**config.mk**
```make
export PLATFORM = sky130hd
export DESIGN_NAME = wake_frame_detector
export DESIGN_NICKNAME = d
export VERILOG_FILES = /design/src/rtl/wake_frame_detector.v
export VERILOG_INCLUDE_DIRS = /design/src /design/src/shared
export SDC_FILE = /design/constraint.sdc
export NUM_CORES = 1
export LEC_CHECK = 0
export ABC_AREA = 1
export BUFFER_PORTS_ARGS = -buffer_cell sky130_fd_sc_hd__buf_2
export CAP_MARGIN = 20
export CORE_MARGIN = 1
export CORE_UTILIZATION = 55
export DETAILED_ROUTE_END_ITERATION = 7
export GPL_ROUTABILITY_DRIVEN = 0
export PLACE_DENSITY = 0.72
export SYNTH_ARGS = -nofsm -noshare
export SYNTH_HDL_FRONTEND = slang
export SYNTH_SLANG_ARGS = --single-unit
```
**constraint.sdc**
```tcl
create_clock -name clock -period 30 [get_ports clock]
set_clock_uncertainty 0.05 [all_clocks]
set_input_delay 3 -clock clock [delete_from_list [all_inputs] [get_ports clock]]
set_output_delay 3 -clock clock [all_outputs]
set_load 0.05 [all_outputs]
```
**src/shared/wake_frame_map.vh**
```
// register map, field positions and reset values of the wake detector
`ifndef WAKE_FRAME_MAP_VH
`define WAKE_FRAME_MAP_VH
`define ADDR_W              8
`define REG_FILTER_MASK     8'h00
`define REG_FILTER_CMD      8'h10
`define REG_FILTER_OFFSET   8'h20
`define REG_FILTER_CRC      8'h30
`define REG_WAKE_CTRL       8'h40
`define REG_STATION_LO      8'h44
`define REG_STATION_HI      8'h48
`define CMD_ENABLE_BIT      0
`define CMD_MCAST_BIT       3
`define CTRL_PKT_EN_BIT     1
`define CTRL_PKT_RX_BIT     5
`define CTRL_FRAME_RX_BIT   6
`define CTRL_PKT_IRQ_BIT    8
`define CTRL_PKT_PME_BIT    9
`define CTRL_FRAME_IRQ_BIT  10
`define CTRL_FRAME_PME_BIT  11
`define CTRL_D1_BIT         16
`define CRC_SEED            16'hFFFF
`define CRC_POLY_REFL       16'hA001
`define SYNC_BYTE           8'hFF
`define SYNC_LEN            3'h6
`define REPEAT_COUNT        5'h10
`define ADDR_FIELD_END      7'h0C
`define MASK_LEN            6'h1F
`define OFFSET_RESET        8'h0C
`endif

```
**src/rtl/wake_frame_detector.v**
```verilog
// wake-up frame filters and wake packet detector on the mac receive path
//
// Behaviour
// - four independent filters, each programmable except mask bit 31, which stays zero
// - mask bit j feeds byte offset+j
// - command bit 3 picks multicast or unicast
// - disabled filter never reports a match
// - offset field indexes first examined byte
// - computed crc equal to match value wakes
// - packet enable suppresses normal reception
// - detection notifies via irq or pme
// - detection sets packet received status bit
// - clearing enable resumes normal reception
// - own unicast or broadcast frames examined
// - multicast frames also accepted as packets
// - search six 0xFF bytes after addresses
// - sixteen back-to-back station addresses required
// - broken run restarts sync search
// - pattern may sit anywhere after the address fields
// - in d0 packet detection needs enable bit; frame detection stays off
// - entering d1 enables both detectors
`timescale 1ns/1ps
`include "wake_frame_map.vh"

module wake_frame_detector #(
  parameter FILTERS = 4
) (
  input  wire        clock,
  input  wire        rst_n,
  input  wire [7:0]  address,
  input  wire [31:0] write_data,
  input  wire        write_strobe,
  input  wire        read_strobe,
  output reg  [31:0] read_data,
  input  wire        rx_valid,
  input  wire [7:0]  rx_data,
  input  wire        rx_start,
  input  wire        rx_end,
  output reg         rx_pass_enable,
  output reg         host_irq,
  output reg         power_event_out
);

  // ==========================================================
  // reset release
  reg        rst_meta;
  reg        rst_sync_n;
  always @(posedge clock or negedge rst_n) begin
    if (!rst_n) begin
      rst_meta   <= 1'b0;
      rst_sync_n <= 1'b0;
    end else begin
      rst_meta   <= 1'b1;
      rst_sync_n <= rst_meta;
    end
  end

  // ==========================================================
  // registers
  reg [31:0] wake_filter_byte_mask [0:FILTERS-1];
  reg [3:0]  wake_filter_command   [0:FILTERS-1];
  reg [7:0]  wake_filter_offset    [0:FILTERS-1];
  reg [15:0] wake_filter_crc_match [0:FILTERS-1];
  reg        wake_pkt_enable;
  reg        wake_pkt_received;
  reg        wake_frame_received;
  reg        pkt_irq_en;
  reg        pkt_pme_en;
  reg        frame_irq_en;
  reg        frame_pme_en;
  reg        d1_state;
  reg [47:0] station_addr;
  reg        pkt_hit;
  reg        frame_hit;
  integer    i;
  integer    j;
  integer    k;

  wire       wr_ctrl = write_strobe && (address == `REG_WAKE_CTRL);
  // status bits clear on a written one, but a fresh hit wins
  always @(posedge clock or negedge rst_sync_n) begin
    if (!rst_sync_n) begin
      for (i = 0; i < FILTERS; i = i + 1) begin
        wake_filter_byte_mask[i] <= 32'h0000_0000;
        wake_filter_command[i]   <= 4'h0;
        wake_filter_offset[i]    <= `OFFSET_RESET;
        wake_filter_crc_match[i] <= 16'h0000;
      end
      wake_pkt_enable     <= 1'b0;
      wake_pkt_received   <= 1'b0;
      wake_frame_received <= 1'b0;
      pkt_irq_en          <= 1'b0;
      pkt_pme_en          <= 1'b0;
      frame_irq_en        <= 1'b0;
      frame_pme_en        <= 1'b0;
      d1_state            <= 1'b0;
      station_addr        <= 48'h0000_0000_0000;
    end else begin
      if (write_strobe) begin
        for (i = 0; i < FILTERS; i = i + 1) begin
          if (address == `REG_FILTER_MASK + 4 * i)
            wake_filter_byte_mask[i] <= {1'b0, write_data[30:0]};
          else if (address == `REG_FILTER_CMD + 4 * i)
            wake_filter_command[i] <= write_data[3:0];
          else if (address == `REG_FILTER_OFFSET + 4 * i)
            wake_filter_offset[i] <= write_data[7:0];
          else if (address == `REG_FILTER_CRC + 4 * i)
            wake_filter_crc_match[i] <= write_data[15:0];
        end
        if (address == `REG_STATION_LO)
          station_addr[31:0] <= write_data;
        else if (address == `REG_STATION_HI)
          station_addr[47:32] <= write_data[15:0];
      end
      if (wr_ctrl) begin
        wake_pkt_enable <= write_data[`CTRL_PKT_EN_BIT];
        pkt_irq_en      <= write_data[`CTRL_PKT_IRQ_BIT];
        pkt_pme_en      <= write_data[`CTRL_PKT_PME_BIT];
        frame_irq_en    <= write_data[`CTRL_FRAME_IRQ_BIT];
        frame_pme_en    <= write_data[`CTRL_FRAME_PME_BIT];
        d1_state        <= write_data[`CTRL_D1_BIT];
      end
      if (pkt_hit)
        wake_pkt_received <= 1'b1;
      else if (wr_ctrl && write_data[`CTRL_PKT_RX_BIT])
        wake_pkt_received <= 1'b0;
      if (frame_hit)
        wake_frame_received <= 1'b1;
      else if (wr_ctrl && write_data[`CTRL_FRAME_RX_BIT])
        wake_frame_received <= 1'b0;
    end
  end

  // ==========================================================
  // register read, one cycle later
  reg [31:0] next_read_data;
  always @* begin
    next_read_data = 32'h0000_0000;
    for (j = 0; j < FILTERS; j = j + 1) begin
      if (address == `REG_FILTER_MASK + 4 * j)
        next_read_data = wake_filter_byte_mask[j];
      else if (address == `REG_FILTER_CMD + 4 * j)
        next_read_data = {28'h0000000, wake_filter_command[j][3], 2'b00, wake_filter_command[j][0]};
      else if (address == `REG_FILTER_OFFSET + 4 * j)
        next_read_data = {24'h000000, wake_filter_offset[j]};
      else if (address == `REG_FILTER_CRC + 4 * j)
        next_read_data = {16'h0000, wake_filter_crc_match[j]};
    end
    if (address == `REG_WAKE_CTRL) begin
      next_read_data[`CTRL_PKT_EN_BIT]    = wake_pkt_enable;
      next_read_data[`CTRL_PKT_RX_BIT]    = wake_pkt_received;
      next_read_data[`CTRL_FRAME_RX_BIT]  = wake_frame_received;
      next_read_data[`CTRL_PKT_IRQ_BIT]   = pkt_irq_en;
      next_read_data[`CTRL_PKT_PME_BIT]   = pkt_pme_en;
      next_read_data[`CTRL_FRAME_IRQ_BIT] = frame_irq_en;
      next_read_data[`CTRL_FRAME_PME_BIT] = frame_pme_en;
      next_read_data[`CTRL_D1_BIT]        = d1_state;
    end else if (address == `REG_STATION_LO)
      next_read_data = station_addr[31:0];
    else if (address == `REG_STATION_HI)
      next_read_data = {16'h0000, station_addr[47:32]};
  end

  always @(posedge clock or negedge rst_sync_n) begin
    if (!rst_sync_n)
      read_data <= 32'h0000_0000;
    else if (read_strobe)
      read_data <= next_read_data;
    else
      read_data <= 32'h0000_0000;
  end

  // ==========================================================
  // enables per power state
  wire pkt_active   = wake_pkt_enable || d1_state;
  wire frame_active = d1_state;

  // ==========================================================
  // frame position and destination class
  reg [10:0] byte_idx;
  reg        dest_mcast;
  reg        dest_bcast;
  reg        dest_own;
  reg        in_frame;
  wire [7:0] sta_byte = station_addr[8 * byte_idx[2:0] +: 8];
  always @(posedge clock or negedge rst_sync_n) begin
    if (!rst_sync_n) begin
      byte_idx   <= 11'h000;
      dest_mcast <= 1'b0;
      dest_bcast <= 1'b0;
      dest_own   <= 1'b0;
      in_frame   <= 1'b0;
    end else if (rx_start) begin
      byte_idx   <= 11'h000;
      dest_bcast <= 1'b1;
      dest_own   <= 1'b1;
      in_frame   <= 1'b1;
    end else if (rx_end) begin
      // bytes after the end pulse belong to no frame
      in_frame   <= 1'b0;
    end else if (rx_valid && in_frame) begin
      if (byte_idx != 11'h7FF)
        byte_idx <= byte_idx + 11'h001;
      if (byte_idx == 11'h000)
        dest_mcast <= rx_data[0];
      if (byte_idx < 11'h006) begin
        if (rx_data != 8'hFF)
          dest_bcast <= 1'b0;
        if (rx_data != sta_byte)
          dest_own <= 1'b0;
      end
    end
  end

  // ==========================================================
  // wake-up frame filters
  // one crc engine per filter, all fed the same byte
  wire [15:0] crc [0:FILTERS-1];
  genvar      g;
  generate
    for (g = 0; g < FILTERS; g = g + 1) begin : filter_gen
      masked_crc16 crc_u (
        .clock     (clock),
        .rst_n     (rst_sync_n),
        .restart   (rx_start),
        .take      (rx_valid && in_frame),
        .data      (rx_data),
        .byte_idx  (byte_idx),
        .byte_mask (wake_filter_byte_mask[g]),
        .offset    (wake_filter_offset[g]),
        .crc       (crc[g])
      );
    end
  endgenerate

  reg        next_frame_hit;
  always @* begin
    next_frame_hit = 1'b0;
    for (k = 0; k < FILTERS; k = k + 1)
      if (wake_filter_command[k][`CMD_ENABLE_BIT]
          && (wake_filter_command[k][`CMD_MCAST_BIT] == dest_mcast)
          && crc[k] == wake_filter_crc_match[k])
        next_frame_hit = 1'b1;
  end

  always @(posedge clock or negedge rst_sync_n) begin
    if (!rst_sync_n)
      frame_hit <= 1'b0;
    else if (rx_end && in_frame && frame_active)
      frame_hit <= next_frame_hit;
    else
      frame_hit <= 1'b0;
  end

  // ==========================================================
  // wake packet search; a failing byte is rechecked as a possible sync start
  localparam SEARCH_SYNC = 1'b0;
  localparam MATCH_ADDR  = 1'b1;
  reg        state;
  reg [2:0]  sync_cnt;
  reg [2:0]  addr_pos;
  reg [4:0]  rep_cnt;
  reg        pkt_found;
  wire [7:0] want = station_addr[8 * addr_pos +: 8];
  wire       eligible = dest_own || dest_bcast || dest_mcast;
  always @(posedge clock or negedge rst_sync_n) begin
    if (!rst_sync_n) begin
      state     <= SEARCH_SYNC;
      sync_cnt  <= 3'h0;
      addr_pos  <= 3'h0;
      rep_cnt   <= 5'h00;
      pkt_found <= 1'b0;
      pkt_hit   <= 1'b0;
    end else begin
      pkt_hit <= 1'b0;
      if (rx_start) begin
        state     <= SEARCH_SYNC;
        sync_cnt  <= 3'h0;
        pkt_found <= 1'b0;
      end else if (rx_valid && in_frame && byte_idx >= {4'h0, `ADDR_FIELD_END}) begin
        case (state)
          SEARCH_SYNC: begin
            if (rx_data == `SYNC_BYTE) begin
              if (sync_cnt == `SYNC_LEN - 3'h1) begin
                state    <= MATCH_ADDR;
                addr_pos <= 3'h0;
                rep_cnt  <= 5'h00;
              end else
                sync_cnt <= sync_cnt + 3'h1;
            end else
              sync_cnt <= 3'h0;
          end
          MATCH_ADDR: begin
            if (rx_data == want) begin
              if (addr_pos == 3'h5) begin
                addr_pos <= 3'h0;
                if (rep_cnt == `REPEAT_COUNT - 5'h01) begin
                  pkt_found <= 1'b1;
                  state     <= SEARCH_SYNC;
                  sync_cnt  <= 3'h0;
                end else
                  rep_cnt <= rep_cnt + 5'h01;
              end else
                addr_pos <= addr_pos + 3'h1;
            end else if (rx_data == `SYNC_BYTE && addr_pos == 3'h0 && rep_cnt == 5'h00) begin
              // a sync run longer than six bytes stays armed
              addr_pos <= 3'h0;
            end else begin
              state    <= SEARCH_SYNC;
              sync_cnt <= (rx_data == `SYNC_BYTE) ? 3'h1 : 3'h0;
            end
          end
          default: state <= SEARCH_SYNC;
        endcase
      end
      if (rx_end && in_frame && pkt_active && eligible && pkt_found)
        pkt_hit <= 1'b1;
    end
  end

  // ==========================================================
  // outputs
  always @(posedge clock or negedge rst_sync_n) begin
    if (!rst_sync_n) begin
      rx_pass_enable  <= 1'b1;
      host_irq        <= 1'b0;
      power_event_out <= 1'b0;
    end else begin
      rx_pass_enable  <= !wake_pkt_enable;
      host_irq        <= (wake_pkt_received && pkt_irq_en) || (wake_frame_received && frame_irq_en);
      power_event_out <= (wake_pkt_received && pkt_pme_en) || (wake_frame_received && frame_pme_en);
    end
  end

endmodule // wake_frame_detector

// ==========================================================
// one filter engine: crc-16 over the masked bytes of a frame
module masked_crc16 (
  input  wire        clock,
  input  wire        rst_n,
  input  wire        restart,
  input  wire        take,
  input  wire [7:0]  data,
  input  wire [10:0] byte_idx,
  input  wire [31:0] byte_mask,
  input  wire [7:0]  offset,
  output reg  [15:0] crc
);

  reg [15:0] next_crc;
  reg [10:0] rel;
  integer    b;
  // mask bit 31 is never consulted, so the window is 31 bytes
  always @* begin
    next_crc = crc;
    rel      = byte_idx - {3'b000, offset};
    if (byte_idx >= {3'b000, offset} && rel < {5'h00, `MASK_LEN}
        && byte_mask[rel[4:0]]) begin
      next_crc = crc ^ {8'h00, data};
      for (b = 0; b < 8; b = b + 1)
        next_crc = next_crc[0] ? ((next_crc >> 1) ^ `CRC_POLY_REFL) : (next_crc >> 1);
    end
  end

  always @(posedge clock or negedge rst_n) begin
    if (!rst_n)
      crc <= `CRC_SEED;
    else if (restart)
      crc <= `CRC_SEED;
    else if (take)
      crc <= next_crc;
  end

endmodule // masked_crc16

```
==> metrics.yaml, run 1 <==
final_layout:
  fin_cells: 3680
  fin_nets: 3203
  area_delta_synth_final_pct: 9.766
  drive_gt1_share_pct: 10.48
logic_synthesis:
  synth_top_area_cell: "dfrtp_1"
  syn_area_um2: 23510
  ys_seq_area_share_pct: 44.56
  synth_edf_count: 0
  syn_area_per_cell_um2: 7.588
  synth_cells: 3098
  syn_nets: 3196
  synthFlopType: "dfrtp_1"
  ys_ff_latch: 415
  netlist_top_cells_count: "nand2_1, o21ai_0, dfrtp_1, inv_1, nor2_1"
  yosysTopAreaCellShare_pct: 36.40
  yosysMostFrequentCell: "nand2_1"
  ys_top_cells_by_area: "dfrtp_1, nand2_1, o21ai_0, dfstp_2, inv_1"
  yosysUniqueCellTypes: 62
  async_reset_ff_share_pct: 100.0
  yosys_warnings: 0
clocking:
  cts.clk_slew.worst_paths_ns: 0.06
  cts_resized: 0
  cts_root_buf: "clkbuf_16"
  clk_latency_ns: 0.59
  cts_made_buffers: 45
  post_cts_buffers: 0
  cts_tree: "yes"
  clk_path_buf_depth: 3
  cts.sinks: 415
  cts-htree-levels: 2
  ctsHoldBuffers: 0
critical_path:
  crit_arrival_ns: 5.86
  cp_max_fo: 33
  crit_path_start_kind: "register"
  worstPathRequired_ns: 30.48
  end_kind: "register"
  rr_worst_depth: 15
  crit_type: "register to register"
floorplan:
  num_rows: 75
  placeableCoreArea_um2: 42040
  design.die.area_um2: 43570
  io_pins: 90
  start_util_pct: 55.92
  die_y_um: 208.7
  die_x_um: 208.7
sta:
  min_period_over_period_pct: 17.91
  setup_viol: 0
  rsz0062_at_grt: "no"
  fin_setup_tns_ns: 0
  worst_pin_slew_ns: 1.184
  slew_headroom_pct: 20.97
  slew_viol_final: 0
  fin_crit_ns: 5.374
  finalHoldViolations: 0
  fmax_mhz: 186.1
detailed_routing:
  drt_first_pass_iters: 7
  dr_total_vias: 22522
  avgRoutedWirePerCell_um: 21.88
  drt-total-wl_um: 80510
  dr.first_iter.drc_count: 3138
  ant_nets: 0
  vias_per_cell: 6.120
  drc_errors: 0
global_route:
  grt_antenna_before_repair: 1
  grt_max_degree: 142
  globalRoute.busiestLayer: "met2"
  grt_use_met1_pct: 51.05
  overflow: 0
  grt.total_usage_pct: 37.20
  use_met3_pct: 8.807
  use_met2_pct: 54.17
  grt_pass1_wl_um: 123100
  grt_pass1_vias: 20796
power:
  power.density_nw_per_um2: 59.91
  leakagePower_uw: 0.01189
  peakVddDrop_uv: 46.56
run:
  maxCapViolations: 0
place:
  io_buffer_count: 89
  placed_cells: 3596
  hpwl_um: 57740
hold_path:
  whs_path_depth: 0
  hp-class: "register to register"
run_status:
  outcome: "finished, final reports clean"
[through the flow]
stage	power (uW)	area, um2	hold slack [ns]	util (%)	setup WS (ns)
after floorplan	856.7	23510	0.2812	-	17.65
after global placement	927.1	24160	0.2851	57.46	24.41
after detailed placement	936.1	24160	0.2896	57.46	24.35
after CTS	1542	25770	0.3036	61.31	24.83
after global routing	1607	25800	0.3133	61.38	24.20
final	1546	25800	0.3014	61.38	24.63
[flip-flops by register name, indices dropped and copies added (netlist names), 3 cells and up]
signal / cells
station_addr: 48
wake_filter_command: 8
addr_pos: 3
wake_filter_crc_match: 64
wake_filter_offset: 32
byte_idx: 11
sync_cnt: 3
read_data: 32
rep_cnt: 5
wake_filter_byte_mask: 124
filter_gen.crc_u.crc: 64
[final cells by class]
cell class,instances,area [um2]
fillers,3815,16240
multi-input cells,2228,11260
flip-flops and latches,415,10480
clock buffers,60,1315
inverters,309,1162
well taps,539,674.4
repair buffers,106,605.6
clock inverters,22,302.8
diodes,1,2.502
[power breakdown]
| part | switching [uW] | total [uW] | internal (uW) |
|---|---|---|---|
| Clock | 241 | 609 | 368 |
| Sequential | 47.6 | 660 | 612 |
| Combinational | 179 | 277 | 97.7 |
| Total | 468 | 1550 | 1080 |
[cells by family (layout without fill, tap and decap cells)]
| family | count (synthesis) | count (layout) | share of synthesized area, % |
|---|---|---|---|
| compound gates | 804 | 804 | 18.76 |
| xor+xnor | 119 | 119 | 4.593 |
| fa+ha+maj | 43 | 43 | 2.416 |
| buf+inv | 455 | 497 | 7.595 |
| flops | 415 | 415 | 44.56 |
| mux | 2 | 2 | 0.09579 |
| other cells | 1 | 2 | 0.01595 |
| simple gates | 1259 | 1259 | 21.96 |
[metal layers]
| layer | routed length [um] | vias to the layer above |
|---|---|---|
| li1 | - | 10228 |
| met1 | 32150 | 10640 |
| met2 | 34240 | 1367 |
| met3 | 9276 | 285 |
| met4 | 4814 | 2 |
| met5 | 32 | - |
[final timing paths]
kind	startpoint	to	slack (ns)
min reg2reg	rst_meta$_DFF_PN0_	rst_sync_n$_DFF_PN0_	0.30
max reg2reg	byte_idx[0]$_DFFE_PN0P_	filter_gen[1].crc_u.crc[4]$_DFFE_PN1P_	24.63
max	byte_idx[0]$_DFFE_PN0P_	filter_gen[1].crc_u.crc[4]$_DFFE_PN1P_	24.63
max in group asynchronous	rst_sync_n$_DFF_PN0_	wake_filter_crc_match[12]$_DFFE_PN0P_	27.26
min	rst_meta$_DFF_PN0_	rst_sync_n$_DFF_PN0_	0.30
min in group asynchronous	rst_sync_n$_DFF_PN0_	frame_irq_en$_DFFE_PN0P_	0.36
[critical path: stages, from the launching register on]
cell and delay (ns):
dfrtp_1 0.36, buf_4 0.24, inv_1 0.85, ha_1 0.31, inv_1 0.08, fa_1 0.89
o21ai_0 0.26, nand2_1 0.10, nand3_1 0.09, nand3_1 0.18, nand2_1 0.08, nor3_1 0.17
nand4_1 0.74, nand2_1 0.61, o21ai_0 0.19, nand2_1 0.10
[layout by cell type (no fill, tap or decap), types with 39 or more instances in the layout]
cell,count
inv_1,295
xor2_1,61
a21oi_1,155
nand2_1,849
ha_1,39
nand3_1,106
dfrtp_1,341
nor2_1,180
o21ai_0,489
buf_2,89
dfstp_2,73
xnor2_1,53
clkbuf_16,47
Note: power is estimated with default switching activity, not from simulation.
==> run 2: changes to the inputs <==
- ABC_AREA: 1 -> 0
- PLACE_DENSITY: 0.72 -> 0.75
- clock period: 30 -> 4.82 ns (I/O delays scaled with it)
==> run 2 against run 1 <==
Effect of this change: global-route usage decreased by 1.7 points; highest routed layer unchanged; sequential share of layout area barely moved; flip-flop and latch count did not move; clock-buffer cell count unchanged; sequential power grew to 5.8 times the previous value; power grew to 5.4 times the previous value; largest power group unchanged; worst setup slack worse by 24 ns; largest cell class unchanged; final cell count shrank 26%.
==> metrics.yaml, run 2 <==
run_status:
  outcome: "finished, final reports clean"
sta:
  setup_viol: 0  # unchanged
  slew_viol_final: 0  # unchanged
  min_period_over_period_pct: 88.91  # +71 points
  fin_setup_tns_ns: 0  # unchanged
  worst_pin_slew_ns: 1.194  # +0.009910 ns
  slew_headroom_pct: 18.33  # -2.6 points
  fmax_mhz: 233.3  # +25%
  rsz0062_at_grt: "no"
  finalHoldViolations: 0  # unchanged
  fin_crit_ns: 4.286  # -1.089 ns
logic_synthesis:
  yosysMostFrequentCell: "dfrtp_1"
  netlist_top_cells_count: "dfrtp_1, mux2_2, nor2_1, xnor2_1, mux2i_1"
  yosysUniqueCellTypes: 75  # +21%
  yosysTopAreaCellShare_pct: 36.70  # +0.29 points
  syn_area_um2: 23320  # -0.80%
  yosys_warnings: 0  # unchanged
  syn_area_per_cell_um2: 11.19  # +47%
  synth_edf_count: 0  # unchanged
  synth_top_area_cell: "dfrtp_1"
  ys_top_cells_by_area: "dfrtp_1, mux2_2, dfstp_2, xnor2_1, mux2i_1"
  synthFlopType: "dfrtp_1"
  ys_seq_area_share_pct: 44.92  # +0.36 points
  async_reset_ff_share_pct: 100.0  # unchanged
  synth_cells: 2084  # -33%
  ys_ff_latch: 415  # unchanged
  syn_nets: 2182  # -32%
detailed_routing:
  dr.first_iter.drc_count: 2592  # -17%
  ant_nets: 0  # unchanged
  drc_errors: 0  # unchanged
  drt-total-wl_um: 75720  # -6.0%
  drt_first_pass_iters: 6  # -1
  dr_total_vias: 18282  # -19%
  vias_per_cell: 6.756  # +10%
  avgRoutedWirePerCell_um: 27.98  # +28%
power:
  leakagePower_uw: 0.01174  # -1.3%
  power_uw: 8320  # +440%
  peakVddDrop_uv: 274.4  # +490%
  power.density_nw_per_um2: 322.3  # +440%
final_layout:
  drive_gt1_share_pct: 28.88  # +18 points
  largest_reg_flops: 124  # unchanged
  area_delta_synth_final_pct: 10.70
  fin_nets: 2229  # -30%
  mostFrequentLayoutCells: "dfrtp_1, mux2_2, nor2_1"
  fillers: 3241  # -15%
  reg_top3: "wake_filter_byte_mask: 124 flops, filter_gen.crc_u.crc: 64 flops, wake_filter_crc_match: 64 flops"
  final_common_cell: "dfrtp_1"
  fin_area_um2: 25820  # about the same
  fin_cells: 2706  # -26%
  regMostFlops: "wake_filter_byte_mask"
clocking:
  cts_resized: 0  # unchanged
  cts_tree: "yes"
  clk_path_buf_depth: 3  # unchanged
  clk_latency_ns: 0.59  # about the same
  cts.sinks: 415  # unchanged
  cts.clk_slew.worst_paths_ns: 0.06  # about the same
  cts-htree-levels: 2  # unchanged
  cts_made_buffers: 45  # unchanged
  cts_root_buf: "clkbuf_16"
critical_path:
  cpPeakStageDelay_ns: 1.03  # +0.14 ns
  r2r-end: "filter_gen[3].crc_u.crc[12]$_DFFE_PN1P_"
  cp-endpoint: "filter_gen[3].crc_u.crc[12]$_DFFE_PN1P_"
  cp_max_fo: 19  # -42%
  rr_worst_depth: 9  # -6
  regToRegStartpoint: "byte_idx[1]$_DFFE_PN0P_"
  path_cells: "ha_1, nor2b_1, o21ai_0, a21oi_1, o41ai_1, xnor2_1, or4_1, nor4_2, mux2i_1"
  cpLargestDelayFamily: "simple AND/OR/NAND/NOR gates"
  path_buf_inv: 0  # -3
  cp-startpoint: "byte_idx[1]$_DFFE_PN0P_"
  worstPathRequired_ns: 5.28  # -25.20 ns
  slowest_stage: "dfrtp_1"
  crit_path_start_kind: "register"
  end_kind: "register"
  crit_type: "register to register"
  crit_arrival_ns: 4.75  # -1.11 ns
  ff2ff_setup_slack_ns: 0.53  # -24.09 ns
  path_depth: 9  # -6
floorplan:
  num_rows: 75  # unchanged
  die_x_um: 207.9  # -0.40%
  start_util_pct: 55.72  # -0.20 points
  io_pins: 90  # unchanged
  design.die.area_um2: 43230  # -0.79%
  die_y_um: 207.9  # -0.40%
  placeableCoreArea_um2: 41850  # -0.45%
global_route:
  grt_pass1_wl_um: 114900  # -6.6%
  overflow: 0  # unchanged
  grt_pass1_vias: 18270  # -12%
  grt_antenna_before_repair: 4  # +3
  grt_max_degree: 134  # -5.6%
  grt.total_usage_pct: 35.49  # -1.7 points
hold_path:
  hp-class: "primary input to register"
  whs_path_depth: 2  # +2
run:
  maxCapViolations: 0  # unchanged
place:
  placed_cells: 2621  # -27%
  placed_cell_area_um2: 24280  # +0.52%
  io_buffer_count: 89  # unchanged
  hpwl_um: 54190  # -6.2%
==> run 2: per-layer routing <==
layer | share of wire [%] | GRT usage, %
met1 | 37 | 46.13
met2 | 44 | 52.53
met3 | 12 | 9.691
met4 | 7.1 | 22.91
met5 | 0.022 | 0
==> run 2: what timing repair did <==
action | in CTS | in global routing
endpoints found under the hold margin | 2 | 0
buffers inserted | 0 | 0
hold buffers | 1 | 0
==> run 2: report_power, final <==
| part | internal [uW] | switching [uW] | total [uW] | leakage, uW |
|---|---|---|---|---|
| registers | 3620 | 181 | 3800 | 0.00543 |
| logic | 393 | 552 | 945 | 0.00557 |
| clock network | 2100 | 1480 | 3580 | 0.000745 |
==> run 2: area by class of cell <==
cell class	instances	area, um2	share of cell area (%)
multi-input cells	1480	12140	47.03
flip-flops and latches	415	10480	40.59
clock buffers	60	1252	4.851
repair buffers	126	763.2	2.956
well taps	539	674.4	2.612
clock inverters	20	260.3	1.008
inverters	63	236.5	0.9160
diodes	3	7.507	0.02908
==> run 2: worst min-delay path by stage <==
stage / from / end / slack [ns]
after floorplan: rst_n / rst_meta$_DFF_PN0_ / 0.14
after global placement: rst_sync_n$_DFF_PN0_ / read_data[27]$_DFF_PN0_ / 0.19
after detailed placement: rst_sync_n$_DFF_PN0_ / read_data[20]$_DFF_PN0_ / 0.19
after CTS: write_data[31] / station_addr[31]$_DFFE_PN0P_ / 0.07
after global routing: write_data[31] / station_addr[31]$_DFFE_PN0P_ / 0.08
final: write_data[31] / station_addr[31]$_DFFE_PN0P_ / 0.08
==> run 2: through the flow <==
stage	util, %	worst slack [ns]	hold slack [ns]
2_1_floorplan	-	0.7076	0.1364
3_3_place_gp	58.02	0.8182	0.1856
3_5_place_dp	58.02	0.7344	0.1875
4_1_cts	61.66	0.7172	0.06659
5_1_grt	61.68	0.3669	0.08493
6_report	61.69	0.5344	0.07836
==> run 2: kinds of logic after synthesis <==
family	count (synthesis)	synth area share, %
adder cells (fa/ha/maj)	43	2.436
XOR/XNOR	209	7.849
AND/OR/NAND/NOR	461	9.480
other	1	0.01608
AO/OA/AOI/OAI	333	9.614
buffers and inverters	189	3.074
multiplexers	433	22.61
flip-flops	415	44.92
